**src/core/rmsw_pkg.sv**
```systemverilog
/*
  Constants for the redundant master switchover unit.
  Assumes a single 20 MHz clock and a synchronous active-high reset.
*/
package rmsw_pkg;
  // Clock period in ns
  localparam int unsigned CLK_PERIOD_NS   = 50;
  // Lamp flash half period in ms, and its cycle count
  localparam int unsigned FLASH_HALF_MS   = 250;
  localparam int unsigned FLASH_HALF_CYC  = FLASH_HALF_MS * 1000000 / CLK_PERIOD_NS;
  // Communication loss timeout in ms, and its cycle count
  localparam int unsigned COMM_TMO_MS     = 100;
  localparam int unsigned COMM_TMO_CYC    = COMM_TMO_MS * 1000000 / CLK_PERIOD_NS;
  // Presence timeout for the copy exchange in ms, and its cycle count
  localparam int unsigned PRES_TMO_MS     = 500;
  localparam int unsigned PRES_TMO_CYC    = PRES_TMO_MS * 1000000 / CLK_PERIOD_NS;
  // Counter width for all timers
  localparam int unsigned TMR_W           = 32;
  // Role line levels
  localparam logic        ROLE_ACTIVE     = 1'h0;
  localparam logic        ROLE_STANDBY    = 1'h1;
  // Copy path width
  localparam int unsigned COPY_W          = 8;
  // Version field width
  localparam int unsigned VER_W           = 8;
  // Index of each master
  localparam logic        SEL_FIRST       = 1'h0;
  localparam logic        SEL_SECOND      = 1'h1;

  // Selection state: which master owns the bus
  typedef enum logic [1:0] {
    RMSW_ST_FIRST  = 2'h0,
    RMSW_ST_SWAP   = 2'h1,
    RMSW_ST_SECOND = 2'h3
  } rmsw_state_t;
endpackage

```
**src/core/rmsw_timer.sv**
```systemverilog
/*
  Retriggerable timeout counter: expires when no kick arrives for LIMIT cycles.
  Assumes the kick comes from logic on the same clock.
*/
`timescale 1ns/1ps
`default_nettype none
module rmsw_timer
  import rmsw_pkg::*;
#(
  parameter int unsigned LIMIT = 16
)
(
  input  wire logic i_clk,
  input  wire logic i_rst,
  input  wire logic i_kick,
  output logic      o_expired
);
  logic [TMR_W-1:0] cnt_reg; // Cycles since last kick

  ////////////////////////////////////////////////////////////////////////////
  // Count up while idle, restart on kick
  always_ff @(posedge i_clk)
  begin
    if (i_rst || i_kick)
    begin
      cnt_reg   <= '0;
      o_expired <= 1'h0;
    end
    else if (cnt_reg >= TMR_W'(LIMIT - 1))
    begin
      o_expired <= 1'h1; // Holds until next kick
    end
    else
    begin
      cnt_reg <= cnt_reg + TMR_W'(1);
    end
  end
endmodule
`default_nettype wire

```
**src/core/rmsw_core.sv**
```systemverilog
/*
  Redundant master switchover unit: routes the slave bus to one of two
  masters, drives role lines, copies the process image, drives two lamps.
  Assumes request, presence and activity inputs come from other clock
  domains; bus mux is a select output to external transceiver switching.
*/
// Function
// Slave bus joins exactly one master
// One role output, one request input per master
// Role line low active, high standby
// Request rising edge swaps if other present
// Lost slave traffic fails over automatically
// Former standby becomes active after failover
// Copy image and parameters active to standby
// Copy exchange detects and records present masters
// Tool content is never copied over
// Firmware updates are never relayed
// Lamp one steady while master one active
// Lamp two steady while master two active
// Flash lamp of absent or faulty master; code flashes only an absent master's lamp
// Alternate flashing on version mismatch
// Requests synchronised before edge detection
// Flash period and timeout are parameters
`timescale 1ns/1ps
`default_nettype none
module rmsw_core
  import rmsw_pkg::*;
#(
  parameter int unsigned FLASH_CYC = FLASH_HALF_CYC, // Lamp half period
  parameter int unsigned COMM_CYC  = COMM_TMO_CYC,   // Bus loss timeout
  parameter int unsigned PRES_CYC  = PRES_TMO_CYC    // Presence timeout
)
(
  input  wire logic              i_clk,
  input  wire logic              i_rst,
  input  wire logic [1:0]        i_request,     // Request line from each master
  input  wire logic              i_bus_activity, // Slave frame seen, async
  input  wire logic [1:0]        i_copy_ack,    // Master answered the copy, async
  input  wire logic [VER_W-1:0]  i_first_master_port_ver,
  input  wire logic [VER_W-1:0]  i_second_master_port_ver,
  input  wire logic              i_copy_valid,  // Image word from active master
  input  wire logic [COPY_W-1:0] i_copy_data,   // Image or parameter word
  input  wire logic              i_copy_is_tool, // Word carries tool content
  input  wire logic              i_copy_is_fw,  // Word carries firmware
  output logic [1:0]             o_role,        // Role line to each master
  output logic                   o_bus_sel,     // 0 first, 1 second master
  output logic                   o_copy_valid,  // Word to standby master
  output logic [COPY_W-1:0]      o_copy_data,   // Forwarded word
  output logic [1:0]             o_present,     // Detected masters
  output logic [1:0]             o_lamp         // Status lamps
);
  ////////////////////////////////////////////////////////////////////////////
  // Input synchronisers
  logic [1:0] req_s1_reg;  // First stage, read only by second
  logic [1:0] req_s2_reg;  // Synchronised request
  logic [1:0] req_d_reg;   // Delayed for edge detection
  logic       act_s1_reg;  // First stage of activity
  logic       act_s2_reg;  // Synchronised activity
  logic [1:0] ack_s1_reg;  // First stage of copy answers
  logic [1:0] ack_s2_reg;  // Synchronised copy answers

  // Two flip-flops on every foreign input
  always_ff @(posedge i_clk)
  begin
    if (i_rst)
    begin
      req_s1_reg <= 2'h0;
      req_s2_reg <= 2'h0;
      req_d_reg  <= 2'h0;
      act_s1_reg <= 1'h0;
      act_s2_reg <= 1'h0;
      ack_s1_reg <= 2'h0;
      ack_s2_reg <= 2'h0;
    end
    else
    begin
      req_s1_reg <= i_request;
      req_s2_reg <= req_s1_reg;
      req_d_reg  <= req_s2_reg;
      act_s1_reg <= i_bus_activity;
      act_s2_reg <= act_s1_reg;
      ack_s1_reg <= i_copy_ack;
      ack_s2_reg <= ack_s1_reg;
    end
  end

  logic [1:0] req_rise; // One pulse per rising edge
  assign req_rise = req_s2_reg & ~req_d_reg;

  ////////////////////////////////////////////////////////////////////////////
  // Timers: slave traffic watchdog and per-master presence
  logic       comm_lost;  // Active master lost its slaves
  logic [1:0] pres_tmo;   // Master did not answer the copy exchange
  logic       comm_kick;  // Restart watchdog
  logic       state_is_swap;

  assign comm_kick = act_s2_reg | state_is_swap;

  rmsw_timer #(.LIMIT(COMM_CYC)) u_comm_tmr (
    .i_clk     (i_clk),
    .i_rst     (i_rst),
    .i_kick    (comm_kick),
    .o_expired (comm_lost)
  );

  genvar gi;
  generate
    for (gi = 0; gi < 2; gi++)
    begin : g_pres
      rmsw_timer #(.LIMIT(PRES_CYC)) u_pres_tmr (
        .i_clk     (i_clk),
        .i_rst     (i_rst),
        .i_kick    (ack_s2_reg[gi]),
        .o_expired (pres_tmo[gi])
      );
    end
  endgenerate

  ////////////////////////////////////////////////////////////////////////////
  // Presence record from the copy exchange
  logic [1:0] present_reg; // Masters seen answering

  // An answer sets presence, a timeout clears it; the answer wins
  always_ff @(posedge i_clk)
  begin
    if (i_rst)
    begin
      present_reg <= 2'h0;
    end
    else
    begin
      present_reg <= ack_s2_reg | (present_reg & ~pres_tmo);
    end
  end

  ////////////////////////////////////////////////////////////////////////////
  // Selection state machine
  rmsw_state_t state_reg;  // Current owner
  logic        target_reg; // Owner to take after the swap state
  logic        active;     // Index of the active master
  logic        other;      // Index of the standby master

  assign active        = (state_reg == RMSW_ST_SECOND) ? SEL_SECOND : SEL_FIRST;
  assign other         = ~active;
  assign state_is_swap = (state_reg == RMSW_ST_SWAP);

  // Swap on request or on loss, only toward a present master
  always_ff @(posedge i_clk)
  begin
    if (i_rst)
    begin
      state_reg  <= RMSW_ST_FIRST;
      target_reg <= SEL_FIRST;
    end
    else
    begin
      case (state_reg)
        RMSW_ST_FIRST,
        RMSW_ST_SECOND:
        begin
          if ((req_rise[active] || comm_lost) && present_reg[other])
          begin
            state_reg  <= RMSW_ST_SWAP;
            target_reg <= other;
          end
        end
        RMSW_ST_SWAP:
        begin
          // One cycle with both roles standby before the new owner takes over
          state_reg <= (target_reg == SEL_SECOND) ? RMSW_ST_SECOND : RMSW_ST_FIRST;
        end
        default:
        begin
          state_reg <= RMSW_ST_FIRST;
        end
      endcase
    end
  end

  ////////////////////////////////////////////////////////////////////////////
  // Role lines and bus select
  always_ff @(posedge i_clk)
  begin
    if (i_rst)
    begin
      o_role    <= {ROLE_STANDBY, ROLE_ACTIVE};
      o_bus_sel <= SEL_FIRST;
    end
    else
    begin
      // Select holds through the swap cycle, so both roles go standby before it moves
      if (!state_is_swap)
      begin
        o_bus_sel <= active;
      end
      if (state_is_swap)
      begin
        o_role <= {ROLE_STANDBY, ROLE_STANDBY};
      end
      else if (active == SEL_SECOND)
      begin
        o_role <= {ROLE_ACTIVE, ROLE_STANDBY};
      end
      else
      begin
        o_role <= {ROLE_STANDBY, ROLE_ACTIVE};
      end
    end
  end

  ////////////////////////////////////////////////////////////////////////////
  // Image copy from active to standby master
  always_ff @(posedge i_clk)
  begin
    if (i_rst)
    begin
      o_copy_valid <= 1'h0;
      o_copy_data  <= '0;
    end
    else
    begin
      // Only process image and parameters pass; tool and firmware stay
      o_copy_valid <= i_copy_valid && !i_copy_is_tool && !i_copy_is_fw
                      && !state_is_swap;
      o_copy_data  <= i_copy_data;
    end
  end

  ////////////////////////////////////////////////////////////////////////////
  // Flash timebase
  logic [TMR_W-1:0] flash_cnt_reg; // Half period counter
  logic             flash_reg;     // Flash phase

  // Toggle the phase every half period
  always_ff @(posedge i_clk)
  begin
    if (i_rst)
    begin
      flash_cnt_reg <= '0;
      flash_reg     <= 1'h0;
    end
    else if (flash_cnt_reg >= TMR_W'(FLASH_CYC - 1))
    begin
      flash_cnt_reg <= '0;
      flash_reg     <= ~flash_reg;
    end
    else
    begin
      flash_cnt_reg <= flash_cnt_reg + TMR_W'(1);
    end
  end

  ////////////////////////////////////////////////////////////////////////////
  // Presence output and lamps
  logic ver_mismatch; // Versions differ while both present
  assign ver_mismatch = (present_reg == 2'h3)
                        && (i_first_master_port_ver != i_second_master_port_ver);

  // Mismatch first, then per-master error, then steady active lamp
  always_ff @(posedge i_clk)
  begin
    if (i_rst)
    begin
      o_present <= 2'h0;
      o_lamp    <= 2'h0;
    end
    else
    begin
      o_present <= present_reg;
      if (ver_mismatch)
      begin
        o_lamp <= {~flash_reg, flash_reg};
      end
      else
      begin
        // Absent master flashes, else its lamp shows active
        o_lamp[0] <= !present_reg[0] ? flash_reg
                                     : (active == SEL_FIRST);
        o_lamp[1] <= !present_reg[1] ? flash_reg
                                     : (active == SEL_SECOND);
      end
    end
  end
endmodule
`default_nettype wire

```
**config.mk**
```make
export PLATFORM = sky130hd
export DESIGN_NAME = rmsw_core
export DESIGN_NICKNAME = d
export VERILOG_FILES = /design/src/core/rmsw_pkg.sv /design/src/core/rmsw_timer.sv /design/src/core/rmsw_core.sv
export SDC_FILE = /design/constraint.sdc
export NUM_CORES = 1
export LEC_CHECK = 0
export BUFFER_PORTS_ARGS = -buffer_cell sky130_fd_sc_hd__buf_2
export CAP_MARGIN = 25
export CELL_PAD_IN_SITES_DETAIL_PLACEMENT = 2
export CELL_PAD_IN_SITES_GLOBAL_PLACEMENT = 2
export CORE_AREA = 2 2 168 170
export DETAILED_ROUTE_END_ITERATION = 12
export DIE_AREA = 0 0 170 172
export PLACE_DENSITY_LB_ADDON = 0.15
export SLEW_MARGIN = 25
export SYNTH_ARGS = -nofsm -noshare
export SYNTH_HDL_FRONTEND = slang
export SYNTH_SLANG_ARGS = --single-unit
export TNS_END_PERCENT = 30
```
**constraint.sdc**
```tcl
create_clock -name i_clk -period 2.5 [get_ports i_clk]
set_input_delay 0.5 -clock i_clk [delete_from_list [all_inputs] [get_ports i_clk]]
set_output_delay 0.5 -clock i_clk [all_outputs]
set_load 0.01 [all_outputs]
```
==> Word level (Yosys, flattened, before mapping) <==
Index checks and enable logic that the tools add are counted.
{ "totals": {"inputBits": 34, "register_bits": 165, "out_inout_bits": 16, "wordCells": 78, "latchBits": 0, "mem_bits_rw": 0, "mem_bits_ro": 0, "memories": 0} }
{ "classes": {"bitwise_logic": 8, "order_cmp": 6, "eq_ne": 5, "reduce_logical": 17, "div": 0, "n_shift": 0, "n_mux": 13, "multipliers": 0, "add_sub_neg": 4} }
{ "ops": {"columns": ["cell", "count"], "rows": [
  ["$add A32 B1 Y32 const B", 4],
  ["$ge A32 B24 Y1 const B", 2],
  ["$ge A32 B21 Y1 const B", 1],
  ["$ge A32 B23 Y1 const B", 1],
  ["$mux W1", 8],
  ["$mux W2", 4],
  ["$ne A8 B8 Y1", 1],
  ["$reduce_or A2 Y1", 3],
  ["$logic_and A1 B1 Y1", 5],
  ["$and A2 B2 Y2", 2],
  ["$eq A2 B2 Y1 const B", 2],
  ["$logic_or A1 B1 Y1", 4],
  ["$lt A1 B2 Y1 const B", 2],
  ["$not A2 Y2", 2],
  ["$pmux W2 S2", 1],
  ["$logic_not A1 Y1", 3],
  ["$eq A2 B1 Y1 const B", 1],
  ["$logic_not A2 Y1", 1],
  ["$ne A2 B2 Y1 const B", 1],
  ["$not A1 Y1", 2],
  ["$or A2 B2 Y2", 1],
  ["$reduce_and A2 Y1", 1],
  ["$or A1 B1 Y1", 1]
]} }

==> Logic depth before layout (Yosys ltp) <==
{ "depth": {"depth_word": 8, "mapped_depth": 9, "mapped_depth_nobuf": 7} }

==> Cells and area by module <==
Synthesis repeated with hierarchy kept, for this count alone.
{ "hier_totals": {"cells_unflattened": 774, "area_unflattened_um2": 7389.6} }
{ "modules_own_cells": {"columns": ["mod", "instances", "seq_area_each_um2", "cells_each", "area_per_inst_um2"], "rows": [
  ["rmsw_timer (g_pres[0].u_pres_tmr ...)", 2, 660.6, 177, 1666.6],
  ["rmsw_core", 1, 1321.3, 256, 2593.7],
  ["rmsw_timer (u_comm_tmr)", 1, 660.6, 164, 1462.7]
]} }

==> Least setup slack after synthesis <==
OpenSTA, ideal clock, no wires.
{ "synth_timing": {"kind": "reg2reg", "start": "register g_pres[0].u_pres_tmr.cnt_reg[27]", "end": "register g_pres[0].u_pres_tmr.cnt_reg[10]", "path_stages_with_launch": 8, "t_arrival_ns": 1.792, "path_buffers": 1, "slack_ns": 0.574, "period_less_slack_ns": 1.926, "required_ns": 2.366, "setup_time_ns": 0.134, "cell_sequence": "dfxtp_1 -> or4_4 -> a211oi_2 -> and2_1 -> buf_6 -> o21ai_4 -> o311ai_1 -> o41ai_2"} }
{ "synth_via": {"elab_chain_cells": 1} }
{ "synth_rtl": {"columns": ["element", "line_no", "rtl"], "rows": [
  ["start: declaration", "rmsw_timer.sv:18", "logic [TMR_W-1:0] cnt_reg;"],
  ["start signal: assignment", "rmsw_timer.sv:35", "cnt_reg <= cnt_reg + TMR_W'(1);"],
  ["$ge A32 B24 Y1", "rmsw_timer.sv:29", "else if (cnt_reg >= TMR_W'(LIMIT - 1))"]
]} }
No other way between the ends.
A chain may end at the register's enable or synchronous reset.

==> Worst setup path after layout <==
Same ends and word-level chain as after synthesis.

==> impl_results.md <==
* Fin area at roughly 8100 um^2
* Slew HR at 53.6%
* Antenna violations before repair at 1
* Drt pass-1 iters at 4
* Worst hold margin at about 0.28 ns
* Final hold violations at 0
* Crit-path max FO at 17
* Pwr per Cell Area at 694 nW/um^2
* Via/cell ratio at between 4 and 5
* Fill count at 3104
* Routed wire per std cell at 14.8 um
* Setup_tns at 0 ns
* Critical Path Start: g_pres[0].u_pres_tmr.cnt_reg[27]
* Die H at 172 um
* Flop-to-flop setup slack at ~0.27 ns
* Slew @ Worst Pin at 0.693 ns
* Ys flop type: dfxtp_1
* Synth unique cells at 60
* CTS Buf Count at 17
* Gpl congestion at between 0.7 and 0.8
* VDD IR max at 0.429 mV
* DRC errors left at 0
* Crit path time final at 2.23 ns
* Ys Warns at 0
* Top cells by area, synth: dfxtp_1 49%, nor2_1 6.2%, xor2_1 5.6%
* Die area at 29200 um^2
* Largest net degree at the start of global routing at 26
* Achievable clock frequency at between 400 and 500 MHz
* Leakage at 2.96 nW
* Final cell count without fillers at roughly 1200
* Net count of the finished layout at 839
* DP Worst Slack at 0.248 ns
* Core area at 27500 um^2
* Critical Path Source Type: flop
* Clock Sink Count at 165
* CP max stage delay at 0.54 ns
* Comb pwr share at 3.0%
* Port Buffer Count at 49
* Sw power at 1.36 mW
* Overall power at between 5 and 6 mW
* Post-synth EDFFs at 0
* Hold path startpoint: i_copy_data[3]
* # H-tree levels at 4
* Initial DRC Count at 193
* CTS max path bufs at 2
* Register share of total power at 48.0%
* Placed Cells at approximately 1100
* DP HPWL at roughly 12 mm
* First-pass GRT wire length at a little under 30 mm
* Reg clk slew, reported paths at 0.07 ns
* R2R Path End: g_pres[0].u_pres_tmr.cnt_reg[10]
* Fin util at 29.5%
* CTS tree: yes
* Status: finished, final reports clean
* Gate Count Post-Synth at 729
* Vias in the first global route at 5995
* Register-to-Register Path Depth at 6
* Layout area overhead at 20.0%
* Clk network pwr share at 49.0%
* Routed vias at between 5000 and 6000
* Layout cell share with drive strength beyond 1 at 15.0%
* Synth top cells by count: 165 x dfxtp_1, 111 x nor2_1, 43 x xor2_1
* PostCTS Resize Cnt at 0
* Req. time, crit path at 2.80 ns
* Async set or reset register ratio after synthesis at 0%
* Portion of the post-synthesis area used by sequential elements at 48.9%
* Arrival @ worst endpoint at 2.52 ns
* Most common cell in the netlist: dfxtp_1
* Hold buffer count at CTS at 0
* R2R Path Start: g_pres[0].u_pres_tmr.cnt_reg[27]
* Clock Tree Root: clkbuf_16
* Area after DPL at 7480 um^2
* Top-level port count at 50
* Multi-input logic area at roughly 3300 um^2
* RSZ-0062 raised after global routing: false
* Register bit total from synthesis at 165
* Final setup vio count at 0
* Slowest CP cell: or4_4
* Worst hold path class: in -> reg
* Clock Latency Late Sink at 0.43 ns
* Overflow after GRT at 0
* CP Class: reg -> reg
* CP Cell Sequence: or4_4 > a211oi_2 > and2_1 > o21ai_4 > o311ai_1 > o41ai_2
* Max-cap viol count at 0
* Final Slew Violations at 0
* Internal power at 4.26 mW
* Sequential cell area at approximately 3300 um^2
* Max reg flops at 64
* Sw Ratio at between 20% and 30%
* Hold path cells at 2
* Period utilisation layout at approximately nine tenths
* All-Layer GR Usage at about an eighth
* Clock Skew at about 0.014 ns
* Row count at between 60 and 70
* Post-synth top area share at 48.9%
* Post-DRT Antenna Nets at 0
* Worst setup margin at 0.272 ns
* Mapped Avg Cell Area at 9.26 um^2
* Setup bufs post-CTS at 0
* ANT cells at 0
* Initial Util at 24.6%
* Area leader, netlist: dfxtp_1
* Crit end category: flop
* Netlist Area Pre-Place at 6750 um^2
* Die width at 170 um
* Hold Crit Endpoint: o_copy_data[3]
* Routed WL at 17.1 mm
-- how the worst max path moves through the flow --
stage | to | slack, ns | cells after the start
after floorplan | g_pres[0].u_pres_tmr.cnt_reg[10] | 0.57 | 7
after CTS | g_pres[0].u_pres_tmr.cnt_reg[10] | 0.23 | 6
final | g_pres[0].u_pres_tmr.cnt_reg[10] | 0.27 | 6
after detailed placement | g_pres[1].u_pres_tmr.cnt_reg[23] | 0.25 | 6
after global routing | g_pres[0].u_pres_tmr.cnt_reg[10] | 0.1 | 6
after global placement | g_pres[1].u_pres_tmr.cnt_reg[10] | 0.32 | 6
-- cell usage in the layout (no fill, tap or decap), drive strengths merged, types with 2 or more instances in the layout --
master    instances
a211o             3
a211oi            5
a21oi            18
a31oi             6
and2             33
and3             12
and4              3
and4b             2
buf              67
bufinv            2
clkbuf           17
clkinv            2
clkinvlp          3
conb              9
dfxtp           165
ha                7
inv              27
mux2i             3
nand2            30
nand2b            3
nand3            35
nand4            30
nor2            111
nor2b            24
nor3             24
nor4             18
nor4b             3
o2111ai           3
o211ai            5
o21a              7
o21ai            15
o311ai            2
o41ai             2
or2               5
or3              13
or4               5
xnor2            35
xor2             43
-- cell type report --
type	count	area share (%)
Clock buffer	17	5.25
Clock inverter	15	2.32
Inverter	19	0.880
Multi-Input combinational cell	528	40.7
Sequential cell	165	40.8
Tap cell	346	5.34
Timing Repair Buffer	67	4.70
-- power groups by stage --
stage	sequential, mW	clock [mW]	combinational, mW
finish	2.70	2.76	0.169
CTS	2.70	2.87	0.176
global placement	2.75	0	0.165
floorplan	2.75	0	0.0932
global route	2.70	2.98	0.196
detailed placement	2.76	0	0.175
-- worst max-delay path, delay by kind of cell, from the launching register on --
| kind | cells | cell delay, ns |
|---|---|---|
| and+or+nand+nor | 2 | 0.85 |
| DFF | 1 | 0.31 |
| AOI/OAI and AO/OA | 4 | 0.93 |
-- kinds of logic (layout without fill, tap and decap cells) --
kind of cell / after synthesis / after routing / share of synthesized area, %
mux: 3 / 3 / 0.445
xor+xnor: 78 / 78 / 10.1
buf+inv: 44 / 118 / 2.78
simple gates: 354 / 354 / 27.7
fa+ha+maj: 7 / 7 / 1.30
other cells: 1 / 9 / 0.0555
compound gates: 77 / 77 / 8.67
flops: 165 / 165 / 48.9
-- per-layer routing --
metal | part of all wire, % | up-vias | track usage (%)
li1 | - | 2641 | -
met1 | 45 | 2644 | 14.5
met2 | 52 | 33 | 23.0
met3 | 2.2 | 12 | 2.75
met4 | 1.2 | 0 | 4.16
met5 | 0 | - | 0
(Power assumes the default switching activity.)
